**config.mk**
```make
export PLATFORM = sky130hd
export DESIGN_NAME = arinc_tx_label_top
export DESIGN_NICKNAME = d
export VERILOG_FILES = /design/src/core/label_memory.v /design/src/core/tx_serializer.v /design/src/core/arinc_tx_label_top.v
export VERILOG_INCLUDE_DIRS = /design/src /design/src/inc
export SDC_FILE = /design/constraint.sdc
export NUM_CORES = 2
export LEC_CHECK = 0
export BUFFER_PORTS_ARGS = -buffer_cell sky130_fd_sc_hd__buf_2
export CORE_ASPECT_RATIO = 0.5
export CORE_MARGIN = 5
export CORE_UTILIZATION = 58
export DETAILED_ROUTE_END_ITERATION = 8
export HOLD_SLACK_MARGIN = 0.08
export PLACE_DENSITY = 0.73
export REMOVE_ABC_BUFFERS = 1
export SYNTH_ARGS = -nofsm -noshare
export SYNTH_HDL_FRONTEND = slang
export SYNTH_SLANG_ARGS = --single-unit
```
**constraint.sdc**
```tcl
create_clock -name SYS_CLK -period 6.9 [get_ports SYS_CLK]
set_input_delay 0.345 -clock SYS_CLK [delete_from_list [all_inputs] [get_ports SYS_CLK]]
set_output_delay 0.345 -clock SYS_CLK [all_outputs]
set_load 0.02 [all_outputs]
```
**src/inc/tx_label_regs.vh**
```
/*
 * constants for the arinc 429 transmit path and label memory block:
 * control bit positions, fifo geometry, bit timing in 1 MHz data clocks.
 * assumes it is included by bare name from core/ design files.
 */
`ifndef TX_LABEL_REGS_VH
`define TX_LABEL_REGS_VH

// ****************************************************************
// control word bit positions
// ****************************************************************
`define CTL_LABEL_MEM_ACCESS 0
`define CTL_RX1_MATCH 1
`define CTL_RX2_MATCH 2
`define CTL_PARITY_INSERT 3
`define CTL_LOOPBACK_N 4
`define CTL_TX_LOW_SPEED 5
`define CTL_PARITY_SENSE 6
`define CTL_UNSCRAMBLE 7
`define CTL_WIDTH 8

// ****************************************************************
// fifo and label memory geometry
// ****************************************************************
`define TXF_DEPTH 32
`define TXF_AW 5
`define TXF_CW 6
`define TXF_HALF 6'h10
`define LBL_COUNT 16
`define LBL_AW 4
`define LBL_LAST 5'h10

// ****************************************************************
// timing: 1 MHz data clock derived from 50 MHz system clock
// ****************************************************************
`define SYS_CLK_KHZ 50000
`define DATA_CLK_KHZ 1000
`define DATA_DIV (`SYS_CLK_KHZ / `DATA_CLK_KHZ)
`define DIV_W 6
`define HS_HALF_BIT 9'd5
`define LS_HALF_BIT 9'd40
`define HS_GAP 9'd40
`define LS_GAP 9'd320
`define TIM_W 9
`define WORD_BITS 6'd32
`define BITCNT_W 6

`endif

```
**src/core/label_memory.v**
```verilog
/*
 * label store for one receiver: 16 eight-bit entries, sequential load and
 * readback pointer, and a combinational match of a received label.
 * assumes strobes are single-cycle pulses already synchronised.
 */
`include "tx_label_regs.vh"
`timescale 1ns/1ns
`default_nettype none

module label_memory
(
   input wire clk, // system clock
   input wire rst, // sync reset, active high
   input wire restart, // access sequence begins
   input wire load_pulse, // store one label
   input wire read_pulse, // advance readback
   input wire [7:0] load_data, // label to store
   input wire [7:0] match_label, // label of received word
   output wire [7:0] read_data, // label at readback pointer
   output wire matched, // some entry equals match_label
   output wire loading // write sequence not finished
);

reg [7:0] mem [0:`LBL_COUNT-1];
reg [`LBL_AW:0] wr_ptr_q;
reg [`LBL_AW:0] rd_ptr_q;
reg [`LBL_AW:0] wr_ptr_d;
reg [`LBL_AW:0] rd_ptr_d;
reg hit;
integer i;

// ****************************************************************
// pointers; saturate at 16 so extra strobes do nothing
// ****************************************************************
always @*
begin
   wr_ptr_d = wr_ptr_q;
   rd_ptr_d = rd_ptr_q;
   if (restart)
   begin
      wr_ptr_d = {(`LBL_AW+1){1'b0}};
      rd_ptr_d = {(`LBL_AW+1){1'b0}};
   end
   else
   begin
      if (load_pulse && wr_ptr_q != `LBL_LAST)
         wr_ptr_d = wr_ptr_q + 5'h01;
      if (read_pulse && rd_ptr_q != `LBL_LAST)
         rd_ptr_d = rd_ptr_q + 5'h01;
   end
end

// memory contents survive reset, as the labels are configuration
always @(posedge clk)
begin
   if (rst)
   begin
      wr_ptr_q <= `LBL_LAST;
      rd_ptr_q <= `LBL_LAST;
   end
   else
   begin
      wr_ptr_q <= wr_ptr_d;
      rd_ptr_q <= rd_ptr_d;
   end
   if (!restart && load_pulse && wr_ptr_q != `LBL_LAST)
      mem[wr_ptr_q[`LBL_AW-1:0]] <= load_data;
end

// any entry matches, zero included, no empty code exists
always @*
begin
   hit = 1'b0;
   for (i = 0; i < `LBL_COUNT; i = i + 1)
      if (mem[i] == match_label)
         hit = 1'b1;
end

assign matched = hit;
assign read_data = mem[rd_ptr_q[`LBL_AW-1:0]];
assign loading = (wr_ptr_q != `LBL_LAST);

endmodule // label_memory
`default_nettype wire

```
**src/core/tx_serializer.v**
```verilog
/*
 * arinc 429 word serialiser: bit and null halves, word gap, parity insert.
 * assumes a one-cycle data clock tick from the parent.
 */
`include "tx_label_regs.vh"
`timescale 1ns/1ns
`default_nettype none

module tx_serializer
(
   input wire clk, // system clock
   input wire rst, // sync reset, active high
   input wire tick, // one data clock
   input wire start, // take word, only when ready
   input wire [31:0] word, // word, bit 0 sent first
   input wire low_speed, // 80-clock bits when high
   input wire parity_insert, // generate bit 32
   input wire parity_sense, // 0 odd, 1 even
   output reg out_a, // true line output
   output reg out_b, // complementary line output
   output wire ready // idle, may start
);

localparam ST_IDLE = 2'd0;
localparam ST_DATA = 2'd1;
localparam ST_NULL = 2'd2;
localparam ST_GAP = 2'd3;

reg [1:0] state_q;
reg [31:0] shift_q;
reg [`BITCNT_W-1:0] bits_q;
reg [`TIM_W-1:0] tim_q;
reg low_q;

// odd parity makes the total ones count odd
function par_bit;
   input [30:0] d;
   input sense;
   begin
      par_bit = ~(^d) ^ sense;
   end
endfunction

function [`TIM_W-1:0] half_len;
   input ls;
   begin
      half_len = ls ? `LS_HALF_BIT : `HS_HALF_BIT;
   end
endfunction

assign ready = (state_q == ST_IDLE);

// ****************************************************************
// sequencer
// ****************************************************************
always @(posedge clk)
begin
   if (rst)
   begin
      state_q <= ST_IDLE;
      shift_q <= 32'h0;
      bits_q <= {`BITCNT_W{1'b0}};
      tim_q <= {`TIM_W{1'b0}};
      low_q <= 1'b0;
      out_a <= 1'b0;
      out_b <= 1'b0;
   end
   else
   begin
      case (state_q)
         ST_IDLE:
         begin
            out_a <= 1'b0;
            out_b <= 1'b0;
            if (start)
            begin
               shift_q <= parity_insert ? {par_bit(word[30:0], parity_sense), word[30:0]} : word;
               low_q <= low_speed;
               bits_q <= `WORD_BITS;
               tim_q <= half_len(low_speed);
               out_a <= word[0];
               out_b <= ~word[0];
               state_q <= ST_DATA;
            end
         end
         ST_DATA:
            if (tick)
            begin
               if (tim_q == 9'd1)
               begin
                  out_a <= 1'b0;
                  out_b <= 1'b0;
                  tim_q <= half_len(low_q);
                  shift_q <= {1'b0, shift_q[31:1]};
                  bits_q <= bits_q - 6'd1;
                  state_q <= ST_NULL;
               end
               else
                  tim_q <= tim_q - 9'd1;
            end
         ST_NULL:
            if (tick)
            begin
               if (tim_q == 9'd1)
               begin
                  if (bits_q == 6'd0)
                  begin
                     tim_q <= low_q ? `LS_GAP : `HS_GAP;
                     state_q <= ST_GAP;
                  end
                  else
                  begin
                     out_a <= shift_q[0];
                     out_b <= ~shift_q[0];
                     tim_q <= half_len(low_q);
                     state_q <= ST_DATA;
                  end
               end
               else
                  tim_q <= tim_q - 9'd1;
            end
         ST_GAP:
            if (tick)
            begin
               if (tim_q == 9'd1)
                  state_q <= ST_IDLE;
               else
                  tim_q <= tim_q - 9'd1;
            end
         default:
            state_q <= ST_IDLE;
      endcase
   end
end

endmodule // tx_serializer
`default_nettype wire

```
**src/core/arinc_tx_label_top.v**
```verilog
/*
 * arinc 429 transmit fifo and serial path plus per-receiver label memory,
 * label gating of received words, self-test loopback, repeater feed.
 * assumes receiver word decode lives outside and offers a received label
 * with a word-done pulse; host strobes are asynchronous pins.
 */
// Behaviour
// - match enabled: process only labels found stored
// - unmatched word gives no write, no flag
// - label zero matches like any other
// - label bits fixed to serial bits 1-8
// - after access rise, 16 strobes load labels
// - reception held off while labels load
// - after access rise, 16 reads return labels
// - two strobes, lower half first, form word
// - 32-word fifo; full flag, extra loads ignored
// - half flag high below 16 words
// - parity select: parity bit or raw bit 32
// - parity odd when sense low, else even
// - enable starts first bit within 2.5 clocks
// - bit 10/80 clocks, gap 40/320 clocks
// - ready flag when all loaded words sent
// - self test loops output to both receivers
// - line outputs always carry serial data
// - full receive fifo overwritten by new word
// - repeater loads read halves, lower first
// - master reset clears fifo, flags, transmission
// - master reset keeps control contents
`include "tx_label_regs.vh"
`timescale 1ns/1ns
`default_nettype none

module arinc_tx_label_top
(
   input wire SYS_CLK, // 50 MHz clock
   input wire RST, // sync reset, active high
   input wire MASTER_RESET_N, // master reset pin, active low
   input wire CTL_WRITE, // control word write pulse (same domain)
   input wire [`CTL_WIDTH-1:0] CTL_DATA, // control word value
   input wire LOAD_STROBE_ONE_N, // first-half strobe pin
   input wire LOAD_STROBE_TWO_N, // second-half strobe pin
   input wire [15:0] HOST_BUS_IN, // host data bus, low byte labels
   input wire RX1_READ_ENABLE_N, // receiver 1 read strobe pin
   input wire RX2_READ_ENABLE_N, // receiver 2 read strobe pin
   input wire BYTE_SELECT, // 1 upper half, 1 during label access
   input wire TX_ENABLE, // transmit enable pin
   input wire REPEATER_MODE, // reads also feed tx fifo
   input wire [15:0] RX_HALF_DATA, // half word from receiver fifo
   input wire RX1_WORD_DONE, // receiver 1 word decoded pulse
   input wire RX2_WORD_DONE, // receiver 2 word decoded pulse
   input wire [7:0] RX1_LABEL, // receiver 1 serial bits 1-8
   input wire [7:0] RX2_LABEL, // receiver 2 serial bits 1-8
   input wire LINE_IN1, // receiver 1 line data
   input wire LINE_IN2, // receiver 2 line data
   output reg [15:0] HOST_BUS_OUT, // read data to host
   output reg HOST_BUS_OE_N, // low while bus driven
   output reg SERIAL_LINE_OUT, // true line output
   output reg SERIAL_LINE_OUT_N, // complementary line output
   output reg TX_FIFO_FULL_N, // low when 32 words held
   output reg TX_FIFO_HALF_FULL, // high below 16 words
   output reg TX_READY, // all loaded words sent
   output reg RX1_ACCEPT, // store word into rx1 fifo
   output reg RX2_ACCEPT, // store word into rx2 fifo
   output reg RX_FIFO_CLEAR, // clear receive fifos
   output reg RX1_SERIAL, // data into receiver 1
   output reg RX2_SERIAL // data into receiver 2
);

// ****************************************************************
// input synchronisers: two flops, second read only
// ****************************************************************
reg [7:0] sync1_q;
reg [7:0] sync2_q;
reg [7:0] prev_q;
wire tx_a;
wire [7:0] pins = {LINE_IN2, LINE_IN1, MASTER_RESET_N, TX_ENABLE, RX2_READ_ENABLE_N,
                   RX1_READ_ENABLE_N, LOAD_STROBE_TWO_N, LOAD_STROBE_ONE_N};
always @(posedge SYS_CLK)
begin
   if (RST)
   begin
      sync1_q <= 8'h3f;
      sync2_q <= 8'h3f;
      prev_q <= 8'h3f;
   end
   else
   begin
      sync1_q <= pins;
      sync2_q <= sync1_q;
      prev_q <= sync2_q;
   end
end
wire pl1_fall = prev_q[0] & ~sync2_q[0];
wire pl2_fall = prev_q[1] & ~sync2_q[1];
wire en1_fall = prev_q[2] & ~sync2_q[2];
wire en2_fall = prev_q[3] & ~sync2_q[3];
wire tx_en = sync2_q[4];
wire mr = ~sync2_q[5];
wire line1 = sync2_q[6];
wire line2 = sync2_q[7];

// ****************************************************************
// control word: kept through master reset
// ****************************************************************
reg [`CTL_WIDTH-1:0] ctl_q;
reg restart_q;
always @(posedge SYS_CLK)
begin
   if (RST)
   begin
      ctl_q <= {`CTL_WIDTH{1'b0}};
      restart_q <= 1'b0;
   end
   else
   begin
      restart_q <= 1'b0;
      if (CTL_WRITE)
      begin
         ctl_q <= CTL_DATA;
         restart_q <= ~ctl_q[`CTL_LABEL_MEM_ACCESS] & CTL_DATA[`CTL_LABEL_MEM_ACCESS];
      end
   end
end
wire lbl_access = ctl_q[`CTL_LABEL_MEM_ACCESS];

// ****************************************************************
// label memories
// ****************************************************************
wire [7:0] lbl1_rd;
wire [7:0] lbl2_rd;
wire hit1;
wire hit2;
wire loading1;
wire loading2;
label_memory u_lbl1
(
   .clk (SYS_CLK),
   .rst (RST),
   .restart (restart_q),
   .load_pulse (lbl_access & pl1_fall),
   .read_pulse (lbl_access & en1_fall),
   .load_data (HOST_BUS_IN[7:0]),
   .match_label (RX1_LABEL),
   .read_data (lbl1_rd),
   .matched (hit1),
   .loading (loading1)
);
label_memory u_lbl2
(
   .clk (SYS_CLK),
   .rst (RST),
   .restart (restart_q),
   .load_pulse (lbl_access & pl2_fall),
   .read_pulse (lbl_access & en2_fall),
   .load_data (HOST_BUS_IN[7:0]),
   .match_label (RX2_LABEL),
   .read_data (lbl2_rd),
   .matched (hit2),
   .loading (loading2)
);

// ****************************************************************
// receive gating; overwrite on full is left to the receive fifo
// ****************************************************************
wire lbl_busy = lbl_access & (loading1 | loading2);
wire ok1 = ~ctl_q[`CTL_RX1_MATCH] | hit1;
wire ok2 = ~ctl_q[`CTL_RX2_MATCH] | hit2;
always @(posedge SYS_CLK)
begin
   if (RST)
   begin
      RX1_ACCEPT <= 1'b0;
      RX2_ACCEPT <= 1'b0;
      RX_FIFO_CLEAR <= 1'b0;
      RX1_SERIAL <= 1'b0;
      RX2_SERIAL <= 1'b0;
   end
   else
   begin
      // unmatched words vanish: no accept pulse at all
      RX1_ACCEPT <= RX1_WORD_DONE & ok1 & ~lbl_busy & ~mr;
      RX2_ACCEPT <= RX2_WORD_DONE & ok2 & ~lbl_busy & ~mr;
      RX_FIFO_CLEAR <= mr;
      RX1_SERIAL <= ctl_q[`CTL_LOOPBACK_N] ? line1 : tx_a;
      RX2_SERIAL <= ctl_q[`CTL_LOOPBACK_N] ? line2 : ~tx_a;
   end
end

// ****************************************************************
// transmit fifo: two halves, lower first; repeater feeds reads
// ****************************************************************
reg [31:0] fifo [0:`TXF_DEPTH-1];
reg [`TXF_AW-1:0] wr_q;
reg [`TXF_AW-1:0] rd_q;
reg [`TXF_CW-1:0] cnt_q;
reg [15:0] low_half_q;
reg half_ok_q;
wire rep_low = REPEATER_MODE & ~lbl_access & (en1_fall | en2_fall) & ~BYTE_SELECT;
wire rep_high = REPEATER_MODE & ~lbl_access & (en1_fall | en2_fall) & BYTE_SELECT;
wire take_low = (pl1_fall & ~lbl_access) | rep_low;
wire take_high = ((pl2_fall & ~lbl_access) | rep_high) & half_ok_q;
wire [15:0] high_src = rep_high ? RX_HALF_DATA : HOST_BUS_IN;
wire push = take_high & (cnt_q != `TXF_DEPTH);
wire pop;
wire ser_ready;
wire tx_b;
assign pop = tx_en & ser_ready & (cnt_q != 6'd0) & ~mr;

always @(posedge SYS_CLK)
begin
   if (RST || mr)
   begin
      wr_q <= {`TXF_AW{1'b0}};
      rd_q <= {`TXF_AW{1'b0}};
      cnt_q <= {`TXF_CW{1'b0}};
      low_half_q <= 16'h0;
      half_ok_q <= 1'b0;
   end
   else
   begin
      if (take_low)
      begin
         low_half_q <= rep_low ? RX_HALF_DATA : HOST_BUS_IN;
         half_ok_q <= 1'b1;
      end
      else if (take_high)
         half_ok_q <= 1'b0;
      if (push)
         wr_q <= wr_q + 5'h01;
      if (pop)
         rd_q <= rd_q + 5'h01;
      if (push && !pop)
         cnt_q <= cnt_q + 6'h01;
      else if (pop && !push)
         cnt_q <= cnt_q - 6'h01;
   end
   if (push)
      fifo[wr_q] <= {high_src, low_half_q};
end

// ****************************************************************
// data clock divider and serialiser
// ****************************************************************
reg [`DIV_W-1:0] div_q;
wire tick = (div_q == `DATA_DIV - 1);
always @(posedge SYS_CLK)
begin
   if (RST || tick || pop) // aligned to start, so the first half is full length
      div_q <= {`DIV_W{1'b0}};
   else
      div_q <= div_q + 6'h01;
end

tx_serializer u_ser
(
   .clk (SYS_CLK),
   .rst (RST | mr),
   .tick (tick),
   .start (pop),
   .word (fifo[rd_q]),
   .low_speed (ctl_q[`CTL_TX_LOW_SPEED]),
   .parity_insert (ctl_q[`CTL_PARITY_INSERT]),
   .parity_sense (ctl_q[`CTL_PARITY_SENSE]),
   .out_a (tx_a),
   .out_b (tx_b),
   .ready (ser_ready)
);

// ****************************************************************
// output flops: flags, line, host read bus
// ****************************************************************
always @(posedge SYS_CLK)
begin
   if (RST)
   begin
      SERIAL_LINE_OUT <= 1'b0;
      SERIAL_LINE_OUT_N <= 1'b0;
      TX_FIFO_FULL_N <= 1'b1;
      TX_FIFO_HALF_FULL <= 1'b1;
      TX_READY <= 1'b1;
      HOST_BUS_OUT <= 16'h0;
      HOST_BUS_OE_N <= 1'b1;
   end
   else
   begin
      SERIAL_LINE_OUT <= tx_a;
      SERIAL_LINE_OUT_N <= tx_b;
      TX_FIFO_FULL_N <= ~(cnt_q == `TXF_DEPTH);
      TX_FIFO_HALF_FULL <= (cnt_q < `TXF_HALF);
      TX_READY <= (cnt_q == 6'd0) & ser_ready;
      HOST_BUS_OE_N <= ~(lbl_access & (~sync2_q[2] | ~sync2_q[3]));
      // labels appear in the low byte, upper byte reads zero
      if (lbl_access && en1_fall)
         HOST_BUS_OUT <= {8'h00, lbl1_rd};
      else if (lbl_access && en2_fall)
         HOST_BUS_OUT <= {8'h00, lbl2_rd};
      else if (!lbl_access || (sync2_q[2] && sync2_q[3]))
         HOST_BUS_OUT <= 16'h0;
   end
end

endmodule // arinc_tx_label_top
`default_nettype wire

```
==> impl_metrics.json <==
{
  "pwr-share-comb": 0.188,
  "io_buffers": 88,
  "switchingPower_mw": 5.44,
  "regToRegEndpoint": "u_ser.shift_q[31]",
  "switching_share": 0.259,
  "synth_edf_count": 1280,
  "firstDrtPassIters": 6,
  "final_layout_size_suffix_gt1_frac": 0.228,
  "dieArea_um2": 110000,
  "path_cells": "buf_12 -> mux4_2 -> mux4_2 -> mux2i_1 -> xnor2_1 -> xnor2_1 -> xnor2_1 -> xnor3_1 -> xnor3_1 -> o21ai_1 -> a21oi_1",
  "row_count": 83,
  "path_buf_inv": 1,
  "vias": 31500,
  "clkTransAtPathRegs_ps": 70,
  "yosysSeqAreaShare": 0.703,
  "seqPwrFrac": 0.474,
  "ys_ff_latch": 1451,
  "htreeDepth": 3,
  "drt_iter0_drc": 4258,
  "power_frac_clock": 0.338,
  "criticalPathCategory": "register to register",
  "syn_inst": 3277,
  "status": "finished clean",
  "cp_top_family": "multiplexers",
  "stdcell_count": 4882,
  "cts_tree": "yes",
  "reg2reg_depth": 11,
  "setup_viol": 0,
  "powerDensity_nw_per_um2": 317,
  "critPathCapture": "u_ser.shift_q[31]",
  "async_reset_ff_frac": 0,
  "wl_um": 144000,
  "clockBufferDepth": 3,
  "fin_crit_ps": 4360,
  "wl_per_cell_um": 29.5,
  "ir_drop_mv": 0.355,
  "p_int_mw": 15.5,
  "netlist_area_um2": 59600,
  "drc_errors": 0,
  "p_leak_nw": 21.2,
  "fmax_mhz": 229,
  "fillers": 6726,
  "yosys_warnings": 0,
  "arrival_ps": 4960,
  "fin_crit_sh": 0.632,
  "gr-total-overflow": 0,
  "cts_buffers": 120,
  "clk-insertion-delay-late_ps": 760,
  "synth_cell_types": 62,
  "start_kind": "register",
  "clock_skew_ps": 48.6,
  "area_growth_pct": 11.2,
  "fp.dieH_um": 237,
  "clockRootBuffer": "clkbuf_16",
  "slew_viol_final": 0,
  "hold_viol": 0,
  "worst-path-max-fanout": 54,
  "synthFlopType": "edfxtp_1",
  "gp_congestion": 0.843,
  "crit_required_ps": 7500,
  "tightest_slew_ps": 1300,
  "initial_core_util": 0.582,
  "endpoint_kind": "register",
  "holdCritPathClass": "input port to register",
  "grt_pass1_wl_um": 212000,
  "post_drt_via_cell_ratio": 6.45,
  "grt_max_degree": 80,
  "utilization": 0.647,
  "grt_use_total": 0.265,
  "synth.avg_cell_area_um2": 18.2,
  "slew_headroom": 0.133,
  "crit_cells": 11,
  "crit_slowest_cell": "dfxtp_4",
  "ios": 98,
  "rsz0062_at_grt": "no",
  "nets": 3525,
  "regToRegSetupSlack_ps": 2540,
  "cpPeakStageDelay_ps": 740,
  "ant_nets": 0,
  "antenna_found_initial": 3,
  "die_x_um": 463,
  "grt_pass1_vias": 31300,
  "dp_hpwl_um": 85400,
  "maxCapViolations": 0,
  "path_common_cell": "xnor2_1",
  "core_area_um2": 102000,
  "cts_sinks": 1451,
  "dp.cells": 4614
}
registers in the layout, summed over array words and instances (netlist names), 7 cells and up, named ones only:
name           flops
u_lbl1.mem       128
ctl_q              7
low_half_q        16
sync1_q            8
fifo            1024
u_lbl2.mem       128
u_ser.shift_q     32
u_ser.tim_q        9
sync2_q            8
HOST_BUS_OUT       8
synthesized netlist by cell type (11+ instances only):
cell type / instances / share of area
a211oi_1: 35 / 0.0044
a21oi_1: 76 / 0.0064
a22oi_1: 27 / 0.0034
a31oi_1: 23 / 0.0024
buf_1: 26 / 0.0016
buf_2: 17 / 0.0014
buf_4: 32 / 0.0040
clkbuf_1: 108 / 0.0068
dfxtp_1: 171 / 0.057
edfxtp_1: 1280 / 0.65
ha_1: 35 / 0.0074
inv_1: 28 / 0.0018
mux2_2: 23 / 0.0043
mux2i_1: 67 / 0.011
mux4_2: 369 / 0.14
nand2_1: 111 / 0.0070
nand2b_1: 11 / 0.0012
nand3_1: 16 / 0.0013
nand4_1: 43 / 0.0045
nor2_1: 222 / 0.014
nor2b_1: 14 / 0.0015
nor3_1: 19 / 0.0016
nor4_1: 38 / 0.0040
o21ai_0: 35 / 0.0029
o21bai_1: 11 / 0.0014
or2_2: 19 / 0.0020
xnor2_1: 171 / 0.025
xor2_1: 151 / 0.022
repair_timing:
item	CTS	global route
resized for setup	0	0
buffers inserted	0	0
hold endpoints to repair	34	0
hold buffers	42	0
stage by stage:
step                      setup slack (ps)  instance area, um2  TNS (ps)  total power, mW  hold WS [ps]
after global routing                  2320               66200         0             21.8           108
after detailed placement              2560               61700         0             14.1           398
after CTS                             2550               66200         0             21.1          91.5
after floorplan                      -5010               58600   -135310             13.6           389
final                                 2540               66200         0             21.0           125
after global placement                2550               61700         0             14.0           394
cell families after synthesis:
| group | Yosys count | synth area share |
|---|---|---|
| buf+inv | 224 | 0.0178 |
| other cells | 1 | 0.0000630 |
| mux | 459 | 0.155 |
| xor+xnor | 324 | 0.0481 |
| fa+ha+maj | 36 | 0.00769 |
| simple gates | 524 | 0.0408 |
| flops | 1451 | 0.703 |
| compound gates | 258 | 0.0275 |
layout make-up:
| type | count | area [um2] | area share |
|---|---|---|---|
| Antenna cell | 1 | 2.50 | 0.0000378 |
| Tap cell | 1360 | 1700 | 0.0257 |
| Clock inverter | 67 | 764 | 0.0115 |
| Sequential cell | 1451 | 41900 | 0.632 |
| Multi-Input combinational cell | 1609 | 16900 | 0.256 |
| Inverter | 31 | 116 | 0.00176 |
| Clock buffer | 158 | 3330 | 0.0503 |
| Timing Repair Buffer | 205 | 1490 | 0.0224 |
worst min-delay path by stage:
stage | from | end | slack, ps | cells past startpoint
finish | CTL_WRITE | ctl_q[5] | 120 | 3
global route | CTL_WRITE | ctl_q[5] | 110 | 3
CTS | CTL_WRITE | ctl_q[5] | 90 | 3
detailed placement | sync1_q[3] | sync2_q[3] | 400 | 1
global placement | sync1_q[5] | sync2_q[5] | 390 | 1
floorplan | sync1_q[0] | sync2_q[0] | 390 | 1
cells in the final DEF (no fill, tap or decap), types with 16 or more instances in the layout:
cell type         n
edfxtp_1       1280
mux4_2          369
nor2_1          189
xnor2_1         171
dfxtp_1         163
xor2_1          151
clkbuf_16       123
nand2_1         110
buf_2            88
a21oi_1          75
buf_4            70
mux2i_1          67
nand4_1          43
dlygate4sd3_1    42
nor4_1           38
o21ai_0          35
a211oi_1         35
ha_1             34
nor2_4           33
inv_1            28
a22oi_1          27
clkinv_1         25
mux2_2           23
a31oi_1          23
clkbuf_1         23
nor3_1           19
or2_2            19
nand3_1          16
layer usage:
metal / vias to the layer above / share of wire / routed length [um] / global-route usage
met2: 1651 / 0.48 / 69400 / 0.422
met4: 2 / 0.022 / 3190 / 0.0635
met3: 217 / 0.095 / 13700 / 0.0502
met1: 16400 / 0.40 / 57900 / 0.387
met5: - / 0.000083 / 12 / 0
li1: 13200 / - / - / -
worst register-to-register path: stages (launching register included):
cell and delay (ps):
dfxtp_4 740, buf_12 450, mux4_2 630, mux4_2 490
mux2i_1 530, xnor2_1 200, xnor2_1 220, xnor2_1 170
xnor3_1 240, xnor3_1 370, o21ai_1 120, a21oi_1 80
power groups by stage:
stage          Sequential (mW)  Combinational, mW  Clock [mW]
5_1_grt                   9.97               4.29        7.54
2_1_floorplan             10.4               3.17           0
3_3_place_gp              10.1               3.87           0
6_report                  9.95               3.94        7.09
3_5_place_dp              10.1               3.92           0
4_1_cts                   9.95               3.96        7.16
Power figures use the tool's default switching activity.
